==> src/design/smooth_cfg.svh <==
// Offsets, field positions, reset values and timing counts for the PWM duty smoothing filter.
//==============================================================================
//==============================================================================
`ifndef SMOOTH_CFG_SVH
`define SMOOTH_CFG_SVH

// Register byte offsets on the management port.
`define OFS_SMOOTH_CFG 8'h32
`define OFS_OUT1_THRESH 8'h33
`define OFS_OUT2_THRESH 8'h34
`define OFS_OUT1_LEVEL 8'h3a
`define OFS_OUT2_LEVEL 8'h3b

// Field positions inside the configuration and threshold registers.
`define COEF1_LSB 0
`define COEF1_MSB 2
`define COEF2_LSB 4
`define COEF2_MSB 6
`define CFG_WR_MASK 8'h77
`define THRESH_LSB 3
`define THRESH_MSB 7

// Reset values.
`define SMOOTH_CFG_RST 8'h00
`define THRESH_RST 5'h00

// Timebase: filter update period in microseconds and the clock rate in MHz.
`define CLK_FREQ_MHZ 20
`define UPDATE_PERIOD_US 22600
`define UPDATE_PERIOD_CYCLES (`UPDATE_PERIOD_US * `CLK_FREQ_MHZ)

// Nominal 95% settling times in milliseconds for codes 001 and 111.
`define SETTLE_CODE1_MS 98
`define SETTLE_CODE7_MS 8689

`endif

==> src/design/smooth_pkg.sv <==
// Types shared by the PWM duty smoothing filter modules.
package smooth_pkg;

    typedef logic [2:0] coef_t;
    typedef logic [7:0] duty_t;
    typedef logic [4:0] thresh_t;
    typedef logic [15:0] acc_t;
    typedef logic [19:0] tick_cnt_t;

    // Distance between two duty values.
    function automatic duty_t duty_dist(input duty_t a, input duty_t b);
        duty_dist = (a > b) ? duty_t'(a - b) : duty_t'(b - a);
    endfunction

endpackage

==> src/design/smooth_lane_if.sv <==
// Signals between the filter top and one smoothing lane.
`timescale 1ns/100ps
interface smooth_lane_if;
    import smooth_pkg::*;
    coef_t coef;
    thresh_t thresh;
    logic tick;
    duty_t duty_req;
    logic lowres;
    duty_t level;
    duty_t duty_out;
    logic shut;

    modport lane (input coef, input thresh, input tick, input duty_req, input lowres,
                  output level, output duty_out, output shut);
    modport top (output coef, output thresh, output tick, output duty_req, output lowres,
                 input level, input duty_out, input shut);
endinterface

==> src/design/pwm_duty_smoothing_filter.sv <==
// Top of the two-output PWM duty smoothing filter with its register port.
`timescale 1ns/100ps
`include "smooth_cfg.svh"
module pwm_duty_smoothing_filter
    import smooth_pkg::*;
#(
    parameter int unsigned UPDATE_CYCLES = `UPDATE_PERIOD_CYCLES
) (
    input wire logic sys_clk,
    input wire logic rst_b,
    input wire logic clk_en,
    input wire logic [7:0] reg_addr,
    input wire logic [7:0] reg_wdata,
    input wire logic reg_wr,
    input wire logic reg_rd,
    output logic [7:0] reg_rdata,
    input wire logic [7:0] out1_duty_req,
    input wire logic out1_lowres,
    input wire logic [7:0] out2_duty_req,
    input wire logic out2_lowres,
    output logic [7:0] out1_duty,
    output logic out1_shut,
    output logic [7:0] out2_duty,
    output logic out2_shut
);

    //==========================================================================
    // Register state
    logic [7:0] cfg_reg;
    thresh_t thresh1_reg;
    thresh_t thresh2_reg;
    logic [7:0] rdata_reg;
    logic [7:0] rdata_next;
    logic cfg_wr;
    logic thr1_wr;
    logic thr2_wr;
    logic tick;

    smooth_lane_if lif1();
    smooth_lane_if lif2();

    // Address match of a strobe; shared by the write decode and the checks.
    function automatic logic reg_hit(input logic strobe, input logic [7:0] addr, input logic [7:0] ofs);
        reg_hit = strobe && (addr == ofs);
    endfunction

    // Write decode for each writable register.
    assign cfg_wr = reg_hit(reg_wr, reg_addr, `OFS_SMOOTH_CFG);
    assign thr1_wr = reg_hit(reg_wr, reg_addr, `OFS_OUT1_THRESH);
    assign thr2_wr = reg_hit(reg_wr, reg_addr, `OFS_OUT2_THRESH);

    //==========================================================================
    // Configuration register: two coefficient fields, reserved bits held at zero.
    always_ff @(posedge sys_clk or negedge rst_b) begin
        if (!rst_b) begin
            cfg_reg <= `SMOOTH_CFG_RST;
        end else if (clk_en && cfg_wr) begin
            cfg_reg <= reg_wdata & `CFG_WR_MASK;
        end
    end

    //==========================================================================
    // Shutoff threshold registers, five bits in the upper part of each byte.
    always_ff @(posedge sys_clk or negedge rst_b) begin
        if (!rst_b) begin
            thresh1_reg <= `THRESH_RST;
            thresh2_reg <= `THRESH_RST;
        end else if (clk_en) begin
            if (thr1_wr) begin
                thresh1_reg <= reg_wdata[`THRESH_MSB:`THRESH_LSB];
            end
            if (thr2_wr) begin
                thresh2_reg <= reg_wdata[`THRESH_MSB:`THRESH_LSB];
            end
        end
    end

    //==========================================================================
    // Read multiplexer; unmapped offsets read as zero.
    always_comb begin
        rdata_next = 8'h00;
        unique case (reg_addr)
            `OFS_SMOOTH_CFG: rdata_next = cfg_reg;
            `OFS_OUT1_THRESH: rdata_next = {thresh1_reg, 3'h0};
            `OFS_OUT2_THRESH: rdata_next = {thresh2_reg, 3'h0};
            `OFS_OUT1_LEVEL: rdata_next = lif1.level;
            `OFS_OUT2_LEVEL: rdata_next = lif2.level;
            default: rdata_next = 8'h00;
        endcase
    end

    // Read data stand only in the cycle after the read strobe.
    always_ff @(posedge sys_clk or negedge rst_b) begin
        if (!rst_b) begin
            rdata_reg <= 8'h00;
        end else if (clk_en) begin
            rdata_reg <= reg_rd ? rdata_next : 8'h00;
        end
    end

    assign reg_rdata = rdata_reg;

    //==========================================================================
    // Update timebase shared by both lanes.
    smooth_tick #(
        .PERIOD_CYCLES(UPDATE_CYCLES)
    ) u_tick (
        .sys_clk(sys_clk),
        .rst_b(rst_b),
        .clk_en(clk_en),
        .tick(tick)
    );

    //==========================================================================
    // Lane hookup: each output takes its own coefficient field.
    assign lif1.coef = cfg_reg[`COEF1_MSB:`COEF1_LSB];
    assign lif1.thresh = thresh1_reg;
    assign lif1.tick = tick;
    assign lif1.duty_req = out1_duty_req;
    assign lif1.lowres = out1_lowres;
    assign lif2.coef = cfg_reg[`COEF2_MSB:`COEF2_LSB];
    assign lif2.thresh = thresh2_reg;
    assign lif2.tick = tick;
    assign lif2.duty_req = out2_duty_req;
    assign lif2.lowres = out2_lowres;

    smooth_lane u_lane1 (
        .sys_clk(sys_clk),
        .rst_b(rst_b),
        .clk_en(clk_en),
        .lif(lif1)
    );

    smooth_lane u_lane2 (
        .sys_clk(sys_clk),
        .rst_b(rst_b),
        .clk_en(clk_en),
        .lif(lif2)
    );

    // Outputs come straight from the lane flip-flops.
    assign out1_duty = lif1.duty_out;
    assign out1_shut = lif1.shut;
    assign out2_duty = lif2.duty_out;
    assign out2_shut = lif2.shut;

    // Enabled cycles since the last update tick; the first tick after reset has no reference.
    tick_cnt_t gap_reg;
    logic gap_seen_reg;

    always_ff @(posedge sys_clk or negedge rst_b) begin
        if (!rst_b) begin
            gap_reg <= 20'h00000;
            gap_seen_reg <= 1'b0;
        end else if (clk_en) begin
            if (tick) begin
                gap_reg <= 20'h00000;
                gap_seen_reg <= 1'b1;
            end else begin
                gap_reg <= tick_cnt_t'(gap_reg + 20'h00001);
            end
        end
    end
endmodule

==> src/design/smooth_lane.sv <==
// One first-order recursive smoothing lane with low-duty shutoff.
`timescale 1ns/100ps
module smooth_lane
    import smooth_pkg::*;
(
    input wire logic sys_clk,
    input wire logic rst_b,
    input wire logic clk_en,
    smooth_lane_if.lane lif
);

    acc_t acc_reg;
    duty_t out_reg;
    logic shut_reg;
    logic filt_on;
    logic shut_on;
    duty_t source;

    // One filter step: move the accumulator by the error shifted down by the code.
    function automatic acc_t iir_step(input acc_t acc, input duty_t x, input coef_t k);
        logic signed [16:0] diff;
        logic signed [16:0] step;
        logic signed [16:0] sum;
        diff = $signed({1'b0, x, 8'h00}) - $signed({1'b0, acc});
        step = diff >>> k;
        sum = $signed({1'b0, acc}) + step;
        iir_step = sum[15:0];
    endfunction

    //==========================================================================
    // Filter control decode
    // Smoothing acts only on low resolution sources with a nonzero code.
    assign filt_on = (lif.coef != 3'h0) && lif.lowres;
    assign source = filt_on ? acc_reg[15:8] : lif.duty_req;
    assign shut_on = (lif.coef != 3'h0) && (source < {lif.thresh, 3'h0});

    //==========================================================================
    // Accumulator: tracks the input when idle, steps once per update tick.
    always_ff @(posedge sys_clk or negedge rst_b) begin
        if (!rst_b) begin
            acc_reg <= 16'h0000;
        end else if (clk_en) begin
            if (!filt_on) begin
                acc_reg <= {lif.duty_req, 8'h00};
            end else if (lif.tick) begin
                acc_reg <= iir_step(acc_reg, lif.duty_req, lif.coef);
            end
        end
    end

    //==========================================================================
    // Registered duty output with shutoff forcing zero.
    always_ff @(posedge sys_clk or negedge rst_b) begin
        if (!rst_b) begin
            out_reg <= 8'h00;
            shut_reg <= 1'b0;
        end else if (clk_en) begin
            out_reg <= shut_on ? 8'h00 : source;
            shut_reg <= shut_on;
        end
    end

    assign lif.level = acc_reg[15:8];
    assign lif.duty_out = out_reg;
    assign lif.shut = shut_reg;

endmodule

==> src/design/smooth_tick.sv <==
// Update timebase that emits one enabled-cycle pulse per filter update period.
`timescale 1ns/100ps
module smooth_tick
    import smooth_pkg::*;
#(
    parameter int unsigned PERIOD_CYCLES = 452000
) (
    input wire logic sys_clk,
    input wire logic rst_b,
    input wire logic clk_en,
    output logic tick
);

    localparam tick_cnt_t LAST = tick_cnt_t'(PERIOD_CYCLES - 1);

    tick_cnt_t cnt_reg;
    logic tick_reg;

    //==========================================================================
    // Period counter
    // Counts down from the last value; tick is high for the cycle after wrap.
    always_ff @(posedge sys_clk or negedge rst_b) begin
        if (!rst_b) begin
            cnt_reg <= 20'h00000;
            tick_reg <= 1'b0;
        end else if (clk_en) begin
            tick_reg <= (cnt_reg == 20'h00000);
            cnt_reg <= (cnt_reg == 20'h00000) ? LAST : tick_cnt_t'(cnt_reg - 20'h00001);
        end
    end

    assign tick = tick_reg;

endmodule

==> config.mk <==
export PLATFORM = sky130hd
export DESIGN_NAME = pwm_duty_smoothing_filter
export DESIGN_NICKNAME = d
export VERILOG_FILES = /design/src/design/smooth_pkg.sv /design/src/design/smooth_lane_if.sv /design/src/design/pwm_duty_smoothing_filter.sv /design/src/design/smooth_lane.sv /design/src/design/smooth_tick.sv
export VERILOG_INCLUDE_DIRS = /design/src /design/src/design
export SDC_FILE = /design/constraint.sdc
export NUM_CORES = 1
export LEC_CHECK = 0
export ABC_AREA = 0
export BUFFER_PORTS_ARGS = -buffer_cell sky130_fd_sc_hd__clkbuf_2
export CAP_MARGIN = 20
export CORE_MARGIN = 5
export CORE_UTILIZATION = 60
export DETAILED_ROUTE_END_ITERATION = 10
export PLACE_DENSITY = 0.81
export SYNTH_ARGS = -nofsm -noshare
export SYNTH_HDL_FRONTEND = slang
export SYNTH_SLANG_ARGS = --single-unit
==> constraint.sdc <==
create_clock -name sys_clk -period 6.7 [get_ports sys_clk]
set_clock_uncertainty 0.2 [all_clocks]
set_input_delay 1.34 -clock sys_clk [delete_from_list [all_inputs] [get_ports sys_clk]]
set_output_delay 1.34 -clock sys_clk [all_outputs]
set_load 0.02 [all_outputs]
==> results of run 1 <==
[metrics by stage]
step	std cells	util (%)	cell area [um^2]	hold slack, ns
after detailed placement	1163	64.4	8500	0.289
after global routing	1179	66.9	8820	0.333
after floorplan	955	-	8050	0.262
after global placement	1163	64.4	8500	0.263
final	1179	66.9	8820	0.296
after CTS	1179	66.9	8820	0.305
[cell usage in the layout, fill, tap and decap left out, types with 25 or more instances in the layout]
| cell | instances |
|---|---|
| nand2_1 | 91 |
| o22ai_1 | 33 |
| ha_1 | 62 |
| o21ai_0 | 73 |
| nor2_1 | 65 |
| mux2_2 | 25 |
| dfrtp_1 | 95 |
| clkbuf_2 | 63 |
| mux2i_1 | 55 |
| xnor2_1 | 41 |
| inv_1 | 85 |
| nor3_1 | 27 |
| a21oi_1 | 45 |
[power by group through the flow]
stage | sequential (mW) | clock (mW) | combinational (mW)
3_5_place_dp | 0.913 | 0 | 2.60
5_1_grt | 0.932 | 0.615 | 2.96
6_report | 0.908 | 0.585 | 2.65
4_1_cts | 0.904 | 0.592 | 2.63
2_1_floorplan | 0.872 | 0 | 2.09
3_3_place_gp | 0.909 | 0 | 2.55
[area by class of cell]
class	count	area, um^2
clock buffer	9	225
clock inverter	7	103
fill	1105	4370
inverter	85	319
multi-input combinational	735	5200
sequential	95	2380
tap	176	220
timing repair buffer	72	383
[cells by family after synthesis]
family	after synthesis	synth area share (%)
XOR/XNOR	61	6.64
multiplexers	83	11.2
AO/OA/AOI/OAI	252	20.5
AND/OR/NAND/NOR	275	16.1
adder cells (fa/ha/maj)	64	10.1
buffers and inverters	125	5.88
flip-flops	95	29.5
[cell usage after synthesis, drive strengths merged (3+ instances only)]
| library cell | number | share of area [%] |
|---|---|---|
| inv | 85 | 4.0 |
| a21oi | 45 | 2.8 |
| a32oi | 4 | 0.44 |
| nor4 | 7 | 0.54 |
| a21o | 10 | 0.93 |
| nor3 | 28 | 1.8 |
| a31oi | 10 | 0.78 |
| mux2 | 25 | 3.5 |
| o31ai | 3 | 0.28 |
| or4 | 3 | 0.28 |
| and3 | 7 | 0.54 |
| a22oi | 8 | 0.75 |
| o21ai | 74 | 4.6 |
| mux2i | 55 | 6.8 |
| mux4 | 3 | 0.84 |
| nand2 | 91 | 4.2 |
| nand2b | 12 | 0.93 |
| o211ai | 4 | 0.37 |
| buf | 10 | 0.51 |
| a22o | 6 | 0.65 |
| nor2 | 65 | 3.0 |
| nor2b | 10 | 0.78 |
| nand3 | 21 | 1.3 |
| o21a | 10 | 0.93 |
| and2 | 6 | 0.47 |
| nand4 | 4 | 0.31 |
| o21bai | 4 | 0.37 |
| or2 | 4 | 0.31 |
| xnor2 | 41 | 4.5 |
| xor2 | 20 | 2.2 |
| o41ai | 5 | 0.54 |
| a31o | 4 | 0.44 |
| dfrtp | 95 | 30 |
| o22ai | 33 | 2.6 |
| clkbuf | 30 | 1.4 |
| or3 | 7 | 0.54 |
| ha | 62 | 9.6 |
| nor3b | 3 | 0.28 |
| o311ai | 4 | 0.44 |
| a211oi | 4 | 0.37 |
[layer usage]
layer  vias up  GRT usage [%]  share of wire, %
met5         -              0              0.14
met4         4           11.3               3.4
met3        60           5.29               7.0
met2       266           42.4                46
met1      3425           35.9                44
li1       3510              -                 -
[critical path, stage by stage]
cell and delay [ns]:
clkbuf_2 0.10, ha_1 0.32, nor4b_1 0.45, nand4_1 0.22, a21oi_1 0.31, nor2_1 0.09
xnor2_1 0.23, mux2i_1 0.13, mux2_2 0.29, mux2i_1 0.15, ha_1 0.31, a211o_1 0.31
o221a_2 0.27, o41ai_1 0.42, o21bai_1 0.16, o41ai_1 0.34, xor2_1 0.14, o311ai_0 0.33
[how the worst min path moves through the flow]
stage	slack [ns]	from	to	depth (start not counted)
after floorplan	0.26	u_tick.cnt_reg[4]	u_tick.cnt_reg[4]	2
after global placement	0.26	u_lane1.lif.shut	u_lane1.lif.shut	1
after detailed placement	0.29	u_lane1.lif.shut	u_lane1.lif.shut	1
after CTS	0.30	u_tick.cnt_reg[4]	u_tick.cnt_reg[4]	2
after global routing	0.33	u_tick.cnt_reg[2]	u_tick.cnt_reg[2]	2
final	0.30	u_lane1.lif.shut	u_lane1.lif.shut	1
==> Implementation_results.wiki, run 1 <==
{| class="wikitable"
! Metric !! Value
|-
| Result of the run || finished clean
|-
| Int Power || 2.21 mW
|-
| Number of standard-cell rows in the floorplan || 42
|-
| Top-level I/O count || 65
|-
| Maximum buffer depth of the clock tree || 2
|-
| Global-route wire length before repair || 34.9 mm
|-
| Actual transition at the worst max-transition pin || 1.07 ns
|-
| Initial cell density of the core || 61.0%
|-
| Clock tree sinks || 95
|-
| Final weighted congestion in routability-driven placement || 0.935
|-
| Number of nets in the layout || 1101
|-
| Maximum number of pins on one net before global-route repair || 66
|-
| Capturing instance or port of the critical path || u_lane2.acc_reg[15]
|-
| Highest fanout seen on the critical path || 5
|-
| Setup crit start || out2_duty_req[1]
|-
| Sw frac || 46.5%
|-
| DRT Pass-1 Iters || 5
|-
| Detailed Route Iter0 Violations || 496
|-
| Slew margin rel. || 28.0%
|-
| Minimum clock period || 5.88 ns
|-
| Count of nets left with antenna violations after detail routing || 0
|-
| Resized cells post-CTS || 0
|-
| Number of port buffers || 64
|-
| Clock-pin slew reported for the worst setup and hold paths after clock tree synthesis || 0.07 ns
|-
| Maximum vdd drop || 0.000207 V
|-
| Diode count || 0
|-
| Endpoint of the worst-slack reg-to-reg timing path || u_lane2.acc_reg[15]
|-
| Number of distinct library cells after synthesis || 70
|-
| Share of total power in the clock network || 14.1%
|-
| Psw || 1.93 mW
|-
| Static Leakage || 4.06 nW
|-
| Clk Latency, worst-skew pair || 0.36 ns
|-
| Synth Warn # || 0
|-
| Top FF cell, synth || dfrtp_1
|-
| Part of the total power dissipated in combinational logic || 64.0%
|-
| Vertical extent of the die || 126 um
|-
| Path depth of the worst reg2reg path || 18
|-
| Total detailed-routing wirelength || 21.0 mm
|-
| Half-perimeter wire length after placement || 15.7 mm
|-
| Die footprint || 15800 um^2
|-
| Area Growth Syn to Fin || 9.65%
|-
| WP data arrival || 5.90 ns
|-
| Worst reg-to-reg setup slack || 1.34 ns
|-
| Total power divided by cell area || 470 nW/um^2
|-
| CTS tree || yes
|-
| Pwr Total || 4.14 mW
|-
| Critical setup path kind || input port to register
|-
| Worst path required time || 6.73 ns
|-
| Via count of the first global-routing pass || 7107
|-
| Gate count of the mapped netlist || 955
|-
| MaxCap Viol Count || 0
|-
| Number of hold-repair buffers added at the cts stage || 0
|-
| Crit share post-route || 87.7%
|-
| Clock tree root driver cell || clkbuf_16
|-
| Drc violations || 0
|-
| Share of cells above drive strength 1 || 12.8%
|-
| Average vias per placed instance || 6.16
|-
| Number of antenna violations at the first check in global routing || 2
|-
| Type of element launching the critical path || input port
|-
| Mean instance size in the synthesized netlist || 8.43 um^2
|-
| Fin. max-slew vios || 0
|-
| Nature of the critical path endpoint || register
|-
| Final number of hold-violating endpoints || 0
|-
| Worst min-delay path category || register to register
|-
| Sequential element share of the synthesized area || 29.5%
|-
| Register bit total from synthesis || 95
|-
| Cts bufs inserted || 9
|-
| Aggregate global-route resource usage || 26.7%
|-
| Share of async-settable or async-resettable flops after synthesis || 100%
|-
| Number of buffers added for setup after CTS || 0
|-
| Syn nets || 1058
|-
| RR Startpoint || u_lane2.acc_reg[9]
|-
| Largest register FFs || 20
|-
| Cell area after technology mapping || 8050 um^2
|-
| Pre-CTS setup slack || 0.579 ns
|-
| Part of the total power dissipated in sequential elements || 21.9%
|-
| Standard cell core area || 13200 um^2
|-
| Leftover overflow at the end of global routing || 0
|-
| DR WL/cell || 17.8 um
|-
| Unrepaired setup endpoints after global routing || false
|-
| Via Count || 7265
|-
| Die width || 126 um
|-
| Setup total negative slack || 0 ns
|-
| Level count of the clock H-tree || 3
|-
| Maximum achievable frequency || 170 MHz
|-
| Number of setup violations in the final report || 0
|-
| Setup slack of the critical path after layout || 0.823 ns
|-
| EDFF count, synth || 0
|}
Note: power is estimated with default switching activity, not from simulation.
==> inputs of run 2 (changes only) <==
clock period = 5.7 ns   (was 6.7 ns; I/O delays follow)
==> run 2 against run 1 <==
Clock power rose by 6.0%. Final cell count is 1.2% higher. Sequential power rose by 18%. Core utilization grew 0.66 points. Clock-buffer cell count increased by 1. Total power is 19% higher. Critical endpoint unchanged. Largest cell class unchanged.
==> Implementation_results.wiki, run 2 (synthesis results as in run 1) <==
{| class="wikitable"
! Metric !! Value
|-
| Result of the run || finished clean
|-
| Worst min-delay path category || register to register
|-
| Fin. max-slew vios || 0 (unchanged)
|-
| Area Growth Syn to Fin || 10.7%
|-
| Initial cell density of the core || 61.0% (unchanged)
|-
| MaxCap Viol Count || 0 (unchanged)
|-
| DRT Pass-1 Iters || 6 (+1)
|-
| Maximum vdd drop || 0.000273 V (+32%)
|-
| Level count of the clock H-tree || 3 (unchanged)
|-
| Half-perimeter wire length after placement || 15.6 mm (-0.48%)
|-
| Setup crit start || out2_duty_req[1]
|-
| Pre-CTS setup slack || -0.0271 ns (-0.606 ns)
|-
| Static Leakage || 4.11 nW (+1.2%)
|-
| Via count of the first global-routing pass || 7008 (-1.4%)
|-
| Maximum number of pins on one net before global-route repair || 61 (-7.6%)
|-
| Maximum achievable frequency || 185 MHz
|-
| WP data arrival || 5.45 ns (-0.45 ns)
|-
| Clock-pin slew reported for the worst setup and hold paths after clock tree synthesis || 0.07 ns (about the same)
|-
| Slew margin rel. || 29.7% (+1.7 points)
|-
| Crit-path leading delay family || compound AO/OA/AOI/OAI gates
|-
| Number of stages on the worst setup path || 21 (+3)
|-
| Detailed Route Iter0 Violations || 532 (+7.3%)
|-
| Top-level I/O count || 65 (unchanged)
|-
| Most common library cell in the layout ignoring fill and taps || dfrtp_1
|-
| Total non-filler cell area in the finished layout || 8910 um^2 (+0.99%)
|-
| Type of element launching the critical path || input port
|-
| Highest-count cells in the layout ignoring fill and taps || 95 x dfrtp_1, 91 x nand2_1, 85 x inv_1
|-
| Fillers || 1073 (-2.9%)
|-
| Placed instance count || 1174 (+0.95%)
|-
| Diode count || 0 (unchanged)
|-
| Number of setup violations in the final report || 0 (unchanged)
|-
| Aggregate global-route resource usage || 26.1% (-0.60 points)
|-
| Slowest cell on crit path || a2111o_1
|-
| Setup total negative slack || 0 ns (unchanged)
|-
| Number of non-filler instances in the completed layout || 1193 (+1.2%)
|-
| CTS tree || yes
|-
| Number of standard-cell rows in the floorplan || 42 (unchanged)
|-
| CP Cell Sequence || clkbuf_2 -> ha_1 -> a21o_1 -> a311o_1 -> a2111o_1 -> and3_1 -> nor2_2 -> mux2i_1 -> mux2i_1 -> nand2_1 -> o21ai_0 -> ha_1 -> o21a_1 -> o221a_2 -> o41ai_1 -> buf_4 -> o21bai_1 -> o41ai_2 -> xor2_1 -> nand3_1 -> o311ai_0
|-
| Standard cell core area || 13200 um^2 (unchanged)
|-
| Count of nets left with antenna violations after detail routing || 0 (unchanged)
|-
| Total power divided by cell area || 552 nW/um^2 (+17%)
|-
| Average vias per placed instance || 6.19 (+0.47%)
|-
| Number of antenna violations at the first check in global routing || 2 (unchanged)
|-
| Cts bufs inserted || 9 (unchanged)
|-
| Final number of hold-violating endpoints || 0 (unchanged)
|-
| Final weighted congestion in routability-driven placement || 0.924 (-1.1%)
|-
| Largest register FFs || 20 (unchanged)
|-
| Minimum clock period || 5.42 ns
|-
| Endpoint of the worst-slack reg-to-reg timing path || u_lane1.acc_reg[15]
|-
| Path depth of the worst reg2reg path || 18 (unchanged)
|-
| Share of cells above drive strength 1 || 14.2% (+1.4 points)
|-
| Drc violations || 0 (unchanged)
|-
| Nature of the critical path endpoint || register
|-
| Clk Latency, worst-skew pair || 0.35 ns (about the same)
|-
| Clock tree sinks || 95 (unchanged)
|-
| RR Startpoint || u_lane1.acc_reg[5]
|-
| Vertical extent of the die || 126 um (unchanged)
|-
| CP bufs+invs || 2 (+1)
|-
| Die footprint || 15800 um^2 (unchanged)
|-
| Die width || 126 um (unchanged)
|-
| Clock tree root driver cell || clkbuf_16
|-
| Worst reg-to-reg setup slack || 0.53 ns (-0.81 ns)
|-
| Global-route wire length before repair || 34.4 mm (-1.6%)
|-
| Number of nets in the layout || 1115 (+1.3%)
|-
| Number of port buffers || 64 (unchanged)
|-
| Highest fanout seen on the critical path || 4 (-1)
|-
| Total detailed-routing wirelength || 20.8 mm (-0.91%)
|-
| Capturing instance or port of the critical path || u_lane2.acc_reg[15]
|-
| Worst path required time || 5.73 ns (-1.00 ns)
|-
| Via Count || 7386 (+1.7%)
|-
| DR WL/cell || 17.4 um (-2.1%)
|-
| Crit share post-route || 95.1%
|-
| Placed inst area || 8580 um^2 (+0.97%)
|-
| Maximum buffer depth of the clock tree || 2 (unchanged)
|-
| Actual transition at the worst max-transition pin || 1.04 ns (-0.0257 ns)
|-
| Leftover overflow at the end of global routing || 0 (unchanged)
|-
| Setup slack of the critical path after layout || 0.281 ns (-0.543 ns)
|-
| Critical setup path kind || input port to register
|-
| Crit-path max cell delay || 0.47 ns (+0.02 ns)
|}
## run 2: worst min-delay path by stage
stage / startpoint / to / slack [ns] / depth (start not counted)
final: u_lane1.lif.shut / u_lane1.lif.shut / 0.29 / 1
after global routing: u_lane1.lif.shut / u_lane1.lif.shut / 0.30 / 1
after CTS: u_lane1.lif.shut / u_lane1.lif.shut / 0.29 / 1
after detailed placement: u_lane1.lif.shut / u_lane1.lif.shut / 0.27 / 1
after global placement: u_lane1.lif.shut / u_lane1.lif.shut / 0.26 / 1
after floorplan: u_tick.cnt_reg[4] / u_tick.cnt_reg[4] / 0.26 / 2
## run 2: cell type report
| class | instances | area (um^2) | share of cell area, % |
|---|---|---|---|
| Inverter | 85 | 319 | 3.58 |
| Tap cell | 176 | 220 | 2.47 |
| Timing Repair Buffer | 86 | 483 | 5.42 |
| Clock buffer | 10 | 229 | 2.57 |
| Multi-Input combinational cell | 735 | 5210 | 58.5 |
| Clock inverter | 6 | 70.1 | 0.786 |
| Sequential cell | 95 | 2380 | 26.7 |
## run 2: layer usage
metal | vias up | wire length (um) | GRT usage [%]
met2 | 248 | 9630 | 42.3
li1 | 3560 | - | -
met3 | 52 | 1390 | 3.90
met5 | - | 27 | 0
met1 | 3522 | 9190 | 36.0
met4 | 4 | 527 | 9.34
## run 2: power by group
part	switching (mW)	internal, mW
clock	0.276	0.344
combinational	1.77	1.45
sequential	0.228	0.846
total	2.28	2.64
## run 2: repair_timing
item	4_1_cts	5_1_grt
hold buffers	0	0
gates resized for setup	0	3
endpoints found under the setup margin	0	1
buffers inserted	0	1
## run 2: worst reg2reg max path, cell delays in order, from the launching register on
cell       delay (ns)
dfrtp_1          0.50
or4_1            0.54
nor3_1           0.34
a21o_1           0.18
a21oi_1          0.08
xnor2_1          0.15
mux2i_1          0.19
mux2i_1          0.14
mux2_2           0.31
ha_1             0.21
or3_1            0.41
a221o_1          0.30
a31o_1           0.30
a2111oi_4        0.35
nor3_2           0.12
a2111oi_4        0.33
xor2_1           0.17
nand3_1          0.10
mux2i_1          0.16
## run 2: through the flow
stage               util, %  hold WS (ns)  power [mW]
floorplan                 -         0.262        3.48
global placement       65.0         0.262        4.13
detailed placement     65.0         0.268        4.20
CTS                    67.3         0.289        4.86
global route           67.6         0.296        5.35
finish                 67.6         0.292        4.92
